`config.mk`:
```
export PLATFORM = sky130hd
export DESIGN_NAME = dacif_top
export DESIGN_NICKNAME = d
export VERILOG_FILES = /design/src/dacif_pkg.sv /design/src/dacif_rise_detect.sv /design/src/dacif_top.sv
export SDC_FILE = /design/constraint.sdc
export NUM_CORES = 1
export LEC_CHECK = 0
export ABC_AREA = 1
export BUFFER_PORTS_ARGS = -buffer_cell sky130_fd_sc_hd__clkbuf_2
export CAP_MARGIN = 10
export CELL_PAD_IN_SITES_DETAIL_PLACEMENT = 1
export CELL_PAD_IN_SITES_GLOBAL_PLACEMENT = 1
export CORE_ASPECT_RATIO = 1.25
export CORE_MARGIN = 5
export CORE_UTILIZATION = 38
export DETAILED_ROUTE_END_ITERATION = 7
export PLACE_DENSITY = 0.94
export SETUP_SLACK_MARGIN = 0.5
export SYNTH_ARGS = -nofsm -noshare
export SYNTH_HDL_FRONTEND = slang
export SYNTH_SLANG_ARGS = --single-unit
```
`constraint.sdc`:
```
create_clock -name clk -period 3.7 [get_ports clk]
set_input_delay 0.185 -clock clk [delete_from_list [all_inputs] [get_ports clk]]
set_output_delay 0.185 -clock clk [all_outputs]
set_load 0.01 [all_outputs]
```
`src/dacif_pkg.sv`:
```
// Register map, field layout and constants of the converter digital interface
package dacif_pkg;
  localparam int DACIF_ADDR_W = 8;
  localparam int DACIF_DATA_W = 32;
  localparam int DACIF_SAMPLE_W = 10;
  localparam int DACIF_NUM_TRIG = 6;

  localparam logic [7:0] DACIF_OFF_CONTROL = 8'h00;
  localparam logic [7:0] DACIF_OFF_MODE = 8'h04;
  localparam logic [7:0] DACIF_OFF_HOLDING = 8'h08;
  localparam logic [7:0] DACIF_OFF_OUTPUT = 8'h0c;
  localparam logic [7:0] DACIF_OFF_STATUS = 8'h10;
  localparam logic [7:0] DACIF_OFF_IRQ_ENABLE = 8'h14;
  localparam logic [7:0] DACIF_OFF_IRQ_DISABLE = 8'h18;
  localparam logic [7:0] DACIF_OFF_IRQ_MASK = 8'h1c;
  localparam logic [7:0] DACIF_OFF_EVENTS = 8'h20;

  // Control register
  localparam int DACIF_SOFT_RESET_BIT = 0;

  // Mode register
  localparam int DACIF_TRIG_EN_BIT = 0;
  localparam int DACIF_TRIG_SEL_LSB = 1;
  localparam int DACIF_TRIG_SEL_W = 3;
  localparam int DACIF_RES_BIT = 4;
  localparam int DACIF_MODE_W = 5;
  localparam logic [4:0] DACIF_MODE_RESET = 5'h00;

  // 8-bit mode shift
  localparam int DACIF_NARROW_W = 8;
  localparam int DACIF_NARROW_SHIFT = 2;

  // Status, mask and event layout
  localparam int DACIF_READY_BIT = 0;
  localparam int DACIF_XFER_EV_BIT = 1;
  localparam int DACIF_OVWR_EV_BIT = 2;
  localparam int DACIF_IRQ_W = 3;
  localparam logic [2:0] DACIF_IRQ_RESET = 3'h0;
  localparam logic [9:0] DACIF_SAMPLE_RESET = 10'h000;
endpackage : dacif_pkg

```
`src/dacif_rise_detect.sv`:
```
// Two-flop synchroniser with rising edge pulse for one asynchronous trigger
`timescale 1ns/1ps
`default_nettype none
module dacif_rise_detect (
  input wire logic clk,
  input wire logic rst,
  input wire logic async_in,
  output logic rise
);
  logic meta_q;
  logic sync_q;
  logic last_q;

  always_ff @(posedge clk) begin
    if (rst) begin
      meta_q <= 1'b0;
      sync_q <= 1'b0;
      last_q <= 1'b0;
    end else begin
      meta_q <= async_in;
      sync_q <= meta_q;
      last_q <= sync_q;
    end
  end

  assign rise = sync_q & ~last_q;
endmodule : dacif_rise_detect
`default_nettype wire

```
`src/dacif_top.sv`:
```
// Converter digital interface: registers, sample transfer and trigger logic
//
// Behaviour
// Control bit 0 write one: soft reset
// Trigger off: copy holding one cycle later
// Trigger on: transfer only on selected trigger
// Select field picks timer 0..5; 11x reserved
// Resolution bit: 8-bit shifts data left two
// Software writes samples right-aligned in 9:0
// Holding reads shifted value, upper bits zero
// Output register reads current sample, zero-extended
// Ready flag 0 while write awaits transfer
// Ready flag 1 after latest sample transferred
// Ready flag 0 at reset, trigger off
// Enabling trigger sets ready flag
// Every selected rising edge transfers latest holding
// Ready interrupt gated by enable/disable mask
// Resets clear registers, pending (soft reset keeps the IRQ mask); reserved no transfer
`timescale 1ns/1ps
`default_nettype none
module dacif_top
  import dacif_pkg::*;
#(
  parameter int SAMPLE_W = DACIF_SAMPLE_W,
  parameter int NUM_TRIG = DACIF_NUM_TRIG
) (
  input wire logic clk,
  input wire logic rst,
  input wire logic [DACIF_ADDR_W-1:0] reg_addr,
  input wire logic [DACIF_DATA_W-1:0] reg_wdata,
  input wire logic reg_write,
  input wire logic reg_read,
  output logic [DACIF_DATA_W-1:0] reg_rdata,
  input wire logic timer_out_a_ch0,
  input wire logic timer_out_a_ch1,
  input wire logic timer_out_a_ch2,
  input wire logic timer_out_a_ch3,
  input wire logic timer_out_a_ch4,
  input wire logic timer_out_a_ch5,
  output logic [SAMPLE_W-1:0] sample_code,
  output logic irq
);
  if (SAMPLE_W != DACIF_SAMPLE_W) begin : g_bad_width
    $error("dacif_top: sample width must be 10");
  end
  if (NUM_TRIG < 1 || NUM_TRIG > DACIF_NUM_TRIG) begin : g_bad_trig
    $error("dacif_top: trigger count must be 1 to 6");
  end

  logic [DACIF_NUM_TRIG-1:0] timer_in;
  logic [DACIF_NUM_TRIG-1:0] timer_rise;
  logic [DACIF_MODE_W-1:0] mode_q;
  logic [SAMPLE_W-1:0] holding_q;
  logic [SAMPLE_W-1:0] output_q;
  logic pending_q;
  logic ready_q;
  logic [DACIF_IRQ_W-1:0] mask_q;
  logic [DACIF_IRQ_W-1:0] events_q;
  logic [DACIF_DATA_W-1:0] rdata_q;
  logic [DACIF_DATA_W-1:0] rdata_d;
  logic soft_rst;
  logic blk_rst;
  logic wr_control;
  logic wr_mode;
  logic wr_holding;
  logic wr_ier;
  logic wr_idr;
  logic wr_events;
  logic trig_en;
  logic [DACIF_TRIG_SEL_W-1:0] trig_sel;
  logic trig_fire;
  logic do_xfer;
  logic [SAMPLE_W-1:0] wr_sample;
  logic [DACIF_IRQ_W-1:0] ev_set;
  logic [DACIF_IRQ_W-1:0] irq_src;

  assign timer_in = {timer_out_a_ch5, timer_out_a_ch4, timer_out_a_ch3,
                     timer_out_a_ch2, timer_out_a_ch1, timer_out_a_ch0};

  // Only the channels in use are synchronised; the others never fire
  for (genvar i = 0; i < DACIF_NUM_TRIG; i++) begin : g_trig
    if (i < NUM_TRIG) begin : g_used
      dacif_rise_detect u_rise (
        .clk(clk),
        .rst(rst),
        .async_in(timer_in[i]),
        .rise(timer_rise[i])
      );
    end else begin : g_unused
      assign timer_rise[i] = 1'b0;
    end
  end

  assign wr_control = reg_write && (reg_addr == DACIF_OFF_CONTROL);
  assign wr_mode = reg_write && (reg_addr == DACIF_OFF_MODE);
  assign wr_holding = reg_write && (reg_addr == DACIF_OFF_HOLDING);
  assign wr_ier = reg_write && (reg_addr == DACIF_OFF_IRQ_ENABLE);
  assign wr_idr = reg_write && (reg_addr == DACIF_OFF_IRQ_DISABLE);
  assign wr_events = reg_write && (reg_addr == DACIF_OFF_EVENTS);

  assign soft_rst = wr_control && reg_wdata[DACIF_SOFT_RESET_BIT];
  assign blk_rst = rst || soft_rst;

  assign trig_en = mode_q[DACIF_TRIG_EN_BIT];
  assign trig_sel = mode_q[DACIF_TRIG_SEL_LSB +: DACIF_TRIG_SEL_W];

  // Out-of-range select codes, including 11x, never fire
  always_comb begin
    trig_fire = 1'b0;
    if (trig_en && (int'(trig_sel) < DACIF_NUM_TRIG)) begin
      trig_fire = timer_rise[trig_sel];
    end
  end

  // Immediate path: pending one cycle after the write; trigger path on edges
  assign do_xfer = trig_en ? trig_fire : pending_q;

  always_comb begin
    if (mode_q[DACIF_RES_BIT]) begin
      wr_sample = {reg_wdata[DACIF_NARROW_W-1:0],
                   {DACIF_NARROW_SHIFT{1'b0}}};
    end else begin
      wr_sample = reg_wdata[SAMPLE_W-1:0];
    end
  end

  always_ff @(posedge clk) begin
    if (blk_rst) begin
      mode_q <= DACIF_MODE_RESET;
    end else if (wr_mode) begin
      mode_q <= reg_wdata[DACIF_MODE_W-1:0];
    end
  end

  always_ff @(posedge clk) begin
    if (blk_rst) begin
      holding_q <= DACIF_SAMPLE_RESET;
    end else if (wr_holding) begin
      holding_q <= wr_sample;
    end
  end

  always_ff @(posedge clk) begin
    if (blk_rst) begin
      pending_q <= 1'b0;
    end else begin
      pending_q <= wr_holding && !trig_en;
    end
  end

  always_ff @(posedge clk) begin
    if (blk_rst) begin
      output_q <= DACIF_SAMPLE_RESET;
    end else if (do_xfer) begin
      output_q <= holding_q;
    end
  end

  // A write in the same cycle as a trigger leaves the new sample waiting
  always_ff @(posedge clk) begin
    if (blk_rst) begin
      ready_q <= 1'b0;
    end else if (wr_mode) begin
      ready_q <= reg_wdata[DACIF_TRIG_EN_BIT];
    end else if (!trig_en) begin
      ready_q <= 1'b0;
    end else if (wr_holding) begin
      ready_q <= 1'b0;
    end else if (trig_fire) begin
      ready_q <= 1'b1;
    end
  end

  // Sticky events: each transfer, and a waiting sample overwritten in trigger mode
  always_comb begin
    ev_set = '0;
    ev_set[DACIF_XFER_EV_BIT] = do_xfer;
    ev_set[DACIF_OVWR_EV_BIT] = wr_holding && trig_en && !ready_q;
  end

  // Set wins over a write-one clear in the same cycle
  always_ff @(posedge clk) begin
    if (blk_rst) begin
      events_q <= DACIF_IRQ_RESET;
    end else begin
      events_q <= (events_q & ~(wr_events ? reg_wdata[DACIF_IRQ_W-1:0] : '0)) | ev_set;
    end
  end

  always_ff @(posedge clk) begin
    if (rst) begin
      mask_q <= DACIF_IRQ_RESET;
    end else if (wr_ier) begin
      mask_q <= mask_q | reg_wdata[DACIF_IRQ_W-1:0];
    end else if (wr_idr) begin
      mask_q <= mask_q & ~reg_wdata[DACIF_IRQ_W-1:0];
    end
  end

  always_comb begin
    irq_src = events_q;
    irq_src[DACIF_READY_BIT] = ready_q;
  end

  assign irq = |(irq_src & mask_q);

  always_comb begin
    rdata_d = '0;
    case (reg_addr)
      DACIF_OFF_MODE: rdata_d[DACIF_MODE_W-1:0] = mode_q;
      DACIF_OFF_HOLDING: rdata_d[SAMPLE_W-1:0] = holding_q;
      DACIF_OFF_OUTPUT: rdata_d[SAMPLE_W-1:0] = output_q;
      DACIF_OFF_STATUS: rdata_d[DACIF_READY_BIT] = ready_q;
      DACIF_OFF_IRQ_MASK: rdata_d[DACIF_IRQ_W-1:0] = mask_q;
      DACIF_OFF_EVENTS: rdata_d[DACIF_IRQ_W-1:0] = events_q;
      default: rdata_d = '0;
    endcase
  end

  always_ff @(posedge clk) begin
    if (rst) begin
      rdata_q <= '0;
    end else if (reg_read) begin
      rdata_q <= rdata_d;
    end else begin
      rdata_q <= '0;
    end
  end

  assign reg_rdata = rdata_q;
  assign sample_code = output_q;
endmodule : dacif_top
`default_nettype wire

```
# --- Yosys cells after proc, flatten, opt, wreduce, memory -nomap -nowiden ---
# Index checks and enable logic that the tools add are counted.
totals:
  in_bits: 50
  out_inout_bits: 43
  wordCells: 92
  register_bits: 83
classes:
  n_eq_ne: 9
  n_lt_le_gt_ge: 2
  bitwise_logic: 20
  n_reduce_logical: 18
  mux: 16
ops:
  columns: ["operator", "n"]
  rows:
  - ["$eq A8 B5 Y1 const B", 4]
  - ["$eq A8 B4 Y1 const B", 2]
  - ["$logic_and A1 B1 Y1", 11]
  - ["$mux W10", 1]
  - ["$pmux W2 S5", 1]
  - ["$pmux W5 S2", 1]
  - ["$and A3 B3 Y3", 3]
  - ["$mux W3", 3]
  - ["$eq A8 B3 Y1 const B", 1]
  - ["$eq A8 B6 Y1 const B", 1]
  - ["$logic_not A8 Y1", 1]
  - ["$mux W1", 7]
  - ["$not A1 Y1", 7]
  - ["$and A1 B1 Y1", 6]
  - ["$not A3 Y3", 2]
  - ["$or A3 B3 Y3", 2]
  - ["$pmux W1 S6", 1]
  - ["$pmux W2 S3", 1]
  - ["$lt A3 B4 Y1 const B", 1]
  - ["$ne A4 B1 Y1 const B", 1]
  - ["$bmux W1 S3", 1]
  - ["$lt A3 B3 Y1 const B", 1]
  - ["$reduce_or A3 Y1", 1]
  - ["$logic_not A1 Y1", 2]
  - ["3 further kinds", 3]

# --- Depth between registers and ports, before layout ---
# Gate-level depths: netlist of the first run.
depth:
  word_depth: 9
  depth_mapped: 10
  mapped_depth_nobuf: 9

# --- Modules after synthesis ---
# A second synthesis of the first run with hierarchy kept.
unflattened:
  cells_unflattened: 393
  area_unflattened_um2: 2803.9
modules_own_cells:
  columns: ["mod", "n_inst", "cells_each", "area_per_inst_um2", "seq_area_each_um2"]
  rows:
  - ["dacif_top", 1, 333, 2285.9, 860.8]
  - ["dacif_rise_detect", 6, 10, 86.3, 60.1]

# --- Worst setup path before layout of the first run ---
# Ideal clock, no wire load.
synth_timing:
  kind: "reg2reg"
  from: "register mode_q[1]"
  to: "register output_q[1] (netlist: sample_code[1])"
  synth_period_minus_slack_ns: 1.203
  required_ns: 3.584
  slack_ns: 2.497
  setup_ns: 0.116
  path_buffers: 1
  stages_incl_launch_ff: 9
  arrival_time_ns: 1.087
  cell_sequence: "dfxtp_1 > nand3_1 > nand3_1 > nand2_1 > nor2_2 > nand2_2 > buf_6 > a21oi_1 > nor2_2"
synth_between:
  elab_chain_len: 4
  elab_cells_between_ends: 6
  cone_classes: "order compare (1); mux (4); reduce/logical (1)"
synth_lines:
  columns: ["element", "line", "text"]
  rows:
  - ["start: declaration", "dacif_top.sv:52", "logic [DACIF_MODE_W-1:0] mode_q;"]
  - ["start signal: assignment", "dacif_top.sv:131", "mode_q <= reg_wdata[DACIF_MODE_W-1:0];"]
  - ["$bmux W1 S3 / $lt A3 B3 Y1 (equally long branches)", "dacif_top.sv:111, dacif_top.sv:110", null]
  - ["$mux W1 (not written as such) / $logic_and A1 B1 Y1 (equally long branches)", "dacif_top.sv:111, dacif_top.sv:110", null]
  - ["$mux W1 *", "dacif_top.sv:110", "if (trig_en && (int'(trig_sel) < DACIF_NUM_TRIG)) begin"]
  - ["$mux W1 *", "dacif_top.sv:116", "assign do_xfer = trig_en ? trig_fire : pending_q;"]
  - ["end signal: assignment", "dacif_top.sv:155", "output_q <= holding_q;"]
  - ["end: declaration", "dacif_top.sv:54", "logic [SAMPLE_W-1:0] output_q;"]
# Every way passes the cells marked *; elsewhere a longest branch is shown, timed or not. The select of a mux whose other input is x is not followed.
# A chain may end at the register's enable or synchronous reset.

# --- Worst setup path after layout of the first run ---
# Ends and elaborated chain as after synthesis.

==> results.json, run 1 <==
{
  "slew_violations": 0,
  "worst-setup-path-type": "reg2reg",
  "final.setup.tns_ns": 0,
  "drive_gt1_frac": 0.236,
  "antenna_found_initial": 0,
  "worst-path-max-fanout": 22,
  "cts_buffers": 9,
  "synth-seq-cells": 61,
  "avgSynthCellArea_um2": 7.31,
  "postCtsSetupRepairBufs": 0,
  "place_inst": 529,
  "chipWidth_um": 88.6,
  "yosys_warnings": 0,
  "dieArea_um2": 9590,
  "critPathTopFamily": "simple AND/OR/NAND/NOR gates",
  "dr.pass1.iters": 4,
  "coreArea_um2": 7440,
  "cts-root-buf": "clkbuf_8",
  "critPathLaunchType": "flop",
  "fmax_mhz": 629,
  "clock_skew_ns": 0.00874,
  "synth_cells": 401,
  "start_util": 0.394,
  "final_area_um2": 3330,
  "synth_area_leader_cell": "dfxtp_1",
  "drt-initial-drc-count": 101,
  "grt_pass1_wl_mm": 12.4,
  "diodes": 0,
  "min_period_ns": 1.59,
  "nets": 498,
  "routabilityCongestion": 0.859,
  "slowest_stage": "dfxtp_1",
  "p_leak_nw": 1.59,
  "synth_common_cells": "nand2_1, dfxtp_1, inv_1, nor2_1, a21oi_1",
  "postCtsHoldBufs": 0,
  "htree_levels": 3,
  "synth_edf_count": 0,
  "drv_cap": 0,
  "ys.flop_type": "dfxtp_1",
  "track_usage": 0.168,
  "area_growth_pct": 13.4,
  "insertion_delay_ns": 0.33,
  "period_share": 0.430,
  "seq_area_frac_synth": 0.416,
  "setup_viol": 0,
  "die_h_um": 108,
  "num_rows": 35,
  "path_clk_slew_ns": 0.07,
  "final_cells": 545,
  "io_buffer_count": 48,
  "antenna_left": 0,
  "grt_max_degree": 23,
  "endpoint_kind": "flop",
  "path_cells": "nand3_1 > nand3_1 > nand2_1 > nor2_2 > nand2_2 > a21oi_1 > nor2_2",
  "yosysTopAreaCellShare": 0.416,
  "ioPinCount": 93,
  "hp-class": "in2reg",
  "cts_tree": "yes",
  "ys_types": 33,
  "grt_setup_unrepaired": "false",
  "status": "completed",
  "cpPeakStageDelay_ns": 0.47,
  "synth.most_common_cell": "nand2_1",
  "cts_buffer_depth": 2,
  "worst_ep_arrival_time_ns": 1.81,
  "synthTopCellsByArea": "dfxtp_1, nand2_1, inv_1",
  "viasPerCell": 4.76,
  "wirelength_mm": 7.54,
  "final_hold_viol_count": 0,
  "syn_area_um2": 2930,
  "grt-ovfl-total": 0,
  "num_vias": 2593,
  "cts_resized": 0,
  "route.detailed.drc": 0,
  "worst_pin_slew_ns": 0.715,
  "p_per_area_nw_per_um2": 399,
  "placed_cell_area_um2": 3130,
  "critPathRequiredTime_ns": 3.92,
  "first_global_vias": 2745,
  "drt-wirelength-per-cell_um": 13.8,
  "place_hpwl_mm": 5.54,
  "ir_drop_mv": 0.199,
  "async_flop_share": 0,
  "numClockSinks": 61,
  "slew_headroom": 0.522,
  "crit_buf_inv": 0
}
worst paths after layout:
| kind | startpoint | end | slack (ns) | cells after the start |
|---|---|---|---|---|
| min | timer_out_a_ch4 | g_trig[4].g_used.u_rise.meta_q | 0.04 | 3 |
| min reg2reg | g_trig[3].g_used.u_rise.meta_q | g_trig[3].g_used.u_rise.sync_q | 0.41 | 2 |
| max | mode_q[1] | sample_code[1] | 2.11 | 7 |
| max reg2reg | mode_q[1] | sample_code[1] | 2.11 | 7 |
layer usage:
layer  vias to the layer above  wire [um]  GRT usage
met5                         -          0          0
met4                         0        168     0.0896
met3                        17        341     0.0389
met2                        58       4130      0.307
met1                      1222       2890      0.173
li1                       1296          -          -
registers in the layout, summed over array words and instances, names as in the netlist, named ones only:
| name | flops |
|---|---|
| g_trig.g_used.u_rise.sync_q | 6 |
| events_q | 3 |
| g_trig.g_used.u_rise.last_q | 6 |
| mode_q | 5 |
| g_trig.g_used.u_rise.meta_q | 6 |
| reg_rdata | 10 |
| sample_code | 10 |
| ready_q | 1 |
| holding_q | 10 |
| pending_q | 1 |
power breakdown:
group	internal, W	leakage (nW)	total [W]	switching, W
combinational	0.0000214	1.00	0.0000780	0.0000566
clock	0.000310	0.0923	0.000582	0.000272
sequential	0.000664	0.494	0.000667	0.00000270
cell usage in the layout, fill, tap and decap left out, types with 3 or more instances in the layout:
cell type | netlist | routed
dfxtp_1 | 61 | 61
nor2_4 | 3 | 3
clkbuf_2 | 0 | 48
nor2_1 | 35 | 35
clkbuf_8 | 0 | 9
clkinv_2 | 1 | 3
conb_1 | 1 | 22
o21ai_0 | 16 | 16
nand3_1 | 30 | 30
inv_2 | 4 | 4
nand3_2 | 3 | 3
nand2_2 | 11 | 11
inv_1 | 52 | 52
nand2_1 | 88 | 88
nor2_2 | 11 | 11
a21oi_1 | 32 | 32
kinds of logic (layout without fill, tap and decap cells):
logic type / Yosys count / count (layout) / synth area share
AOI/OAI and AO/OA: 53 / 53 / 0.0951
buffers and inverters: 93 / 124 / 0.158
DFF: 61 / 61 / 0.416
other: 1 / 22 / 0.00128
and+or+nand+nor: 193 / 193 / 0.329
stage by stage:
step,utilization,hold WS (ns),setup slack (ns),total power [W]
floorplan,-,0.254,2.50,0.000748
detailed placement,0.421,0.383,2.07,0.000759
CTS,0.447,0.0194,2.12,0.00134
global placement,0.421,0.379,2.12,0.000756
finish,0.447,0.0377,2.11,0.00133
global route,0.447,0.0203,1.96,0.00138
worst register-to-register path, stage by stage (launching register included):
cell and delay [ns]:
dfxtp_1 0.47, nand3_1 0.12, nand3_1 0.11, nand2_1 0.07, nor2_2 0.10, nand2_2 0.26
a21oi_1 0.30, nor2_2 0.07
final cells by class:
| cell class | instances | area (um^2) |
|---|---|---|
| fillers | 990 | 4120 |
| flip-flops and latches | 61 | 1220 |
| clock buffers | 10 | 128 |
| well taps | 92 | 115 |
| multi-input cells | 268 | 1330 |
| inverters | 60 | 231 |
| clock inverters | 6 | 63.8 |
| repair buffers | 48 | 240 |
Note: power is estimated with default switching activity, not from simulation.
==> run 2: changes to the inputs <==
- CORE_UTILIZATION: 38 -> 36
- PLACE_DENSITY: 0.94 -> 0.9
- clock period: 3.7 -> 1.49 ns (I/O delays scaled with it)
==> run 2 against run 1 <==
Compared with the run above: sequential share of layout area shrank 3.5 points; combinational power grew to 2.7 times the previous value; register-to-register slack lost 2.0 ns; clock power grew to 3.5 times the previous value; routed wire length grew 14%; die area grew 5.0%; count of clock-buffer cells in the layout is the same; largest power group is now clock.
==> results.json, run 2 (same netlist as run 1, synthesis figures left out) <==
{
  "status": "completed",
  "num_rows": 36,
  "final.setup.tns_ns": 0,
  "finalWorstSetupSlack_ns": 0.153,
  "cts_buffers": 9,
  "grt-ovfl-total": 0,
  "grt_max_degree": 23,
  "cts_tree": "yes",
  "p_leak_nw": 1.76,
  "first_global_vias": 2742,
  "nets": 513,
  "grt_pass1_wl_mm": 12.7,
  "track_usage": 0.155,
  "hp-class": "in2reg",
  "p_clk_frac": 0.520,
  "numClockSinks": 61,
  "final_core_util": 0.471,
  "p_per_area_nw_per_um2": 1050,
  "worst-path-max-fanout": 11,
  "postCtsSetupRepairBufs": 0,
  "insertion_delay_ns": 0.35,
  "routabilityCongestion": 0.855,
  "wirelength_mm": 8.61,
  "num_vias": 2719,
  "crit_buf_inv": 1,
  "die_h_um": 111,
  "grt_setup_unrepaired": "true",
  "rr_worst_depth": 9,
  "whs_path_depth": 3,
  "cpPeakStageDelay_ns": 0.37,
  "cts_buffer_depth": 2,
  "start_util": 0.372,
  "worst_ep_arrival_time_ns": 1.57,
  "final_hold_viol_count": 0,
  "reg2reg_from": "mode_q[1]",
  "combPwrFrac": 0.055,
  "clock_skew_ns": 0.0128,
  "place_hpwl_mm": 5.57,
  "path_clk_slew_ns": 0.07,
  "min_period_ns": 1.34,
  "slew_violations": 0,
  "path_cells": "nand3b_1 > nand2_1 > nor2_2 > nor2_4 > nand2_4 > buf_12 > nand2_1 > nor2_1 > nor2_1",
  "ioPinCount": 93,
  "antenna_left": 0,
  "coreArea_um2": 7880,
  "worstHoldEndpoint": "mode_q[4]",
  "dieArea_um2": 10100,
  "drt-wirelength-per-cell_um": 15.3,
  "fmax_mhz": 748,
  "route.detailed.drc": 0,
  "power_w": 0.00389,
  "switchingPower_w": 0.000852,
  "setup_viol": 0,
  "dr.pass1.iters": 4,
  "min-delay-start": "reg_wdata[4]",
  "io_buffer_count": 48,
  "period_share": 0.898,
  "pre_cts_ws_ns": 0.207,
  "drv_cap": 0,
  "internal_power_w": 0.00304,
  "chipWidth_um": 90.7,
  "drt-initial-drc-count": 100,
  "area_growth_pct": 26.6,
  "drive_gt1_frac": 0.301,
  "r2r_end": "ready_q",
  "cts-root-buf": "clkbuf_8",
  "worst-setup-path-type": "reg2reg",
  "final_common_cell": "nand2_1",
  "ir_drop_mv": 0.603,
  "critPathTopFamily": "simple AND/OR/NAND/NOR gates",
  "rrSetupSlack_ns": 0.15,
  "sequentialPowerShare": 0.425,
  "endpoint_kind": "flop",
  "mostFrequentLayoutCells": "nand2_1, dfxtp_1, inv_1, clkbuf_2, nor2_1",
  "slowest_stage": "dfxtp_4",
  "switching_share": 0.219,
  "antenna_found_initial": 0,
  "diodes": 0,
  "viasPerCell": 4.83,
  "critPathRequiredTime_ns": 1.73,
  "critPathLaunchType": "flop",
  "htree_levels": 3
}
==> run 2: final cells by class <==
cell class                 count  area, um^2
inverter                      60         236
timing repair buffer          63         418
clock inverter                 6         134
sequential                    61        1230
multi-input combinational    268        1440
tap                           95         119
fill                         986        4170
clock buffer                  10         138
==> run 2: power groups by stage <==
stage | registers [W] | clock network (W) | logic, W
after CTS | 0.00166 | 0.00205 | 0.000211
final | 0.00165 | 0.00203 | 0.000214
after floorplan | 0.00169 | 0 | 0.000166
after detailed placement | 0.00169 | 0 | 0.000197
after global routing | 0.00165 | 0.00213 | 0.000237
after global placement | 0.00169 | 0 | 0.000190
==> run 2: how the worst max path moves through the flow <==
stage	start	to	slack [ns]	cells past startpoint
floorplan	mode_q[1]	sample_code[1]	0.32	9
global placement	mode_q[1]	sample_code[8]	0.24	8
detailed placement	mode_q[1]	ready_q	0.21	9
CTS	mode_q[1]	ready_q	0.19	9
global route	mode_q[3]	ready_q	0.04	8
finish	mode_q[1]	ready_q	0.15	9
==> run 2: metal layers <==
| metal | share of wire | track usage |
|---|---|---|
| met5 | 0 | 0 |
| met4 | 0.027 | 0.0715 |
| met3 | 0.045 | 0.0455 |
| met2 | 0.56 | 0.292 |
| met1 | 0.37 | 0.152 |
==> run 2: worst register-to-register path, cell delays in order (launching register included) <==
cell	delay, ns
dfxtp_4	0.37
nand3b_1	0.10
nand2_1	0.07
nor2_2	0.13
nor2_4	0.06
nand2_4	0.10
buf_12	0.15
nand2_1	0.06
nor2_1	0.13
nor2_1	0.07
==> run 2: through the flow <==
stage	hold slack (ns)	std cells	cell area (um^2)
final	0.0223	563	3710
after global routing	0.0245	563	3710
after CTS	0.0110	561	3600
after detailed placement	0.274	539	3260
after global placement	0.270	539	3260
after floorplan	0.144	422	3060
==> run 2: repair_timing <==
| item | 4_1_cts | 5_1_grt |
|---|---|---|
| setup endpoints to repair | 18 | 22 |
| gates resized for setup | 5 | 23 |
| cloned | 0 | 2 |
| endpoints found under the hold margin | 6 | 0 |
| pin swaps | 0 | 0 |
| hold buffers | 6 | 0 |
==> run 3: changes to the inputs <==
- CORE_ASPECT_RATIO: 1.25 -> 0.75
==> run 3 against run 2 <==
Compared with the run above: register-to-register slack got worse by 0.09 ns; count of clock-buffer cells in the layout shrank 1; first-iteration DRC count increased by 23%; core utilization up 1.6 points; design area grew 3.8%; sequential cell count did not move; critical endpoint unchanged; largest power group unchanged; highest routed layer unchanged.
==> results.json, run 3 (same netlist as run 1, synthesis figures left out) <==
{
  "status": "completed",
  "fmax_mhz": 702,
  "ioPinCount": 93,
  "p_leak_nw": 1.81,
  "drt-initial-drc-count": 123,
  "antenna_found_initial": 0,
  "startpoint": "mode_q[2]",
  "path_cells": "nor2_1 > nand3_2 > nand2_2 > nor2_4 > nand2_4 > clkbuf_16 > nand2_4 > nor2_2 > nor2_1",
  "drive_gt1_frac": 0.344,
  "cpPeakStageDelay_ns": 0.36,
  "final_hold_viol_count": 0,
  "crit_buf_inv": 1,
  "mostFrequentLayoutCells": "nand2_1, inv_1, dfxtp_1, clkbuf_2, nor2_1",
  "io_buffer_count": 48,
  "slowest_stage": "dfxtp_1",
  "track_usage": 0.170,
  "cts-root-buf": "clkbuf_8",
  "antenna_left": 0,
  "min_period_ns": 1.42,
  "critPathLaunchType": "flop",
  "grt_pass1_wl_mm": 13.1,
  "nets": 519,
  "endpoint_kind": "flop",
  "cts_buffers": 9,
  "worst-setup-path-type": "reg2reg",
  "routabilityCongestion": 0.829,
  "dr.pass1.iters": 4,
  "diodes": 0,
  "critPathRequiredTime_ns": 1.73,
  "cts_buffer_depth": 2,
  "wirelength_mm": 9.31,
  "num_vias": 2786,
  "die_h_um": 88.2,
  "hp-class": "in2reg",
  "num_rows": 28,
  "clock_skew_ns": 0.00622,
  "final.setup.tns_ns": 0,
  "worst_ep_arrival_time_ns": 1.66,
  "period_share": 0.956,
  "insertion_delay_ns": 0.35,
  "critPathTopFamily": "simple AND/OR/NAND/NOR gates",
  "coreArea_um2": 7920,
  "route.detailed.drc": 0,
  "power_w": 0.00370,
  "viasPerCell": 4.81,
  "chipWidth_um": 114,
  "cts_tree": "yes",
  "min-delay-start": "reg_wdata[2]",
  "worst-path-max-fanout": 6,
  "reg2reg_from": "mode_q[2]",
  "start_util": 0.370,
  "grt-ovfl-total": 0,
  "drv_cap": 0,
  "ir_drop_mv": 0.467,
  "first_global_vias": 2633,
  "setup_viol": 0,
  "numClockSinks": 61,
  "path_clk_slew_ns": 0.07,
  "grt_max_degree": 23,
  "p_per_area_nw_per_um2": 959,
  "area_growth_pct": 31.5,
  "htree_levels": 3,
  "drt-wirelength-per-cell_um": 16.1,
  "slew_violations": 0,
  "grt_setup_unrepaired": "true",
  "place_hpwl_mm": 5.77,
  "final_common_cell": "nand2_1",
  "dieArea_um2": 10100
}
==> run 3: layout make-up <==
class / count / area, um^2
multi-input combinational: 268 / 1520
clock buffer: 9 / 124
tap: 105 / 131
timing repair buffer: 69 / 487
fill: 995 / 4060
sequential: 61 / 1240
clock inverter: 7 / 123
inverter: 60 / 234
==> run 3: repair_timing <==
| item | 4_1_cts | 5_1_grt |
|---|---|---|
| endpoints found under the setup margin | 17 | 26 |
| hold buffers | 6 | 0 |
| cloned | 0 | 3 |
| hold endpoints to repair | 6 | 0 |
| gates resized for setup | 10 | 42 |
| setup buffers | 6 | 0 |
| pin swaps | 2 | 8 |
==> run 3: worst paths after layout <==
| path | to | slack [ns] | cells past startpoint |
|---|---|---|---|
| worst max-delay path | ready_q | 0.07 | 9 |
| worst min-delay path | flop | 0.03 | 3 |
| worst max register to register | ready_q | 0.07 | 9 |
| worst min register to register | g_trig[5].g_used.u_rise.sync_q | 0.41 | 2 |
==> run 3: metrics by stage <==
step / utilization / cell area, um^2 / hold WS (ns) / setup WS [ns] / cells
detailed placement: 0.412 / 3260 / 0.271 / 0.150 / 548
floorplan: - / 3060 / 0.144 / 0.323 / 422
global route: 0.487 / 3860 / 0.0504 / 0.00515 / 579
CTS: 0.460 / 3640 / 0.0225 / 0.192 / 576
finish: 0.487 / 3860 / 0.0341 / 0.0657 / 579
global placement: 0.412 / 3260 / 0.269 / 0.230 / 548
==> run 3: power breakdown <==
group	total [W]	switching, W	internal (W)
Clock	0.00182	0.000703	0.00112
Combinational	0.000219	0.000151	0.0000679
Sequential	0.00166	0.00000843	0.00165
Total	0.00370	0.000862	0.00283
==> run 3: layer usage <==
metal	wire length (um)	GRT usage	vias to the layer above
met3	686	0.0601	12
met1	3770	0.206	1361
met4	118	0.0550	0
li1	-	-	1332
met2	4740	0.285	81
met5	0	0	-
==> run 3: worst min-delay path, delay by kind of cell <==
kind | cells | cell delay [ns]
buffers and inverters | 1 | 0.13
AND/OR/NAND/NOR | 1 | 0.08
AO/OA/AOI/OAI | 1 | 0.06
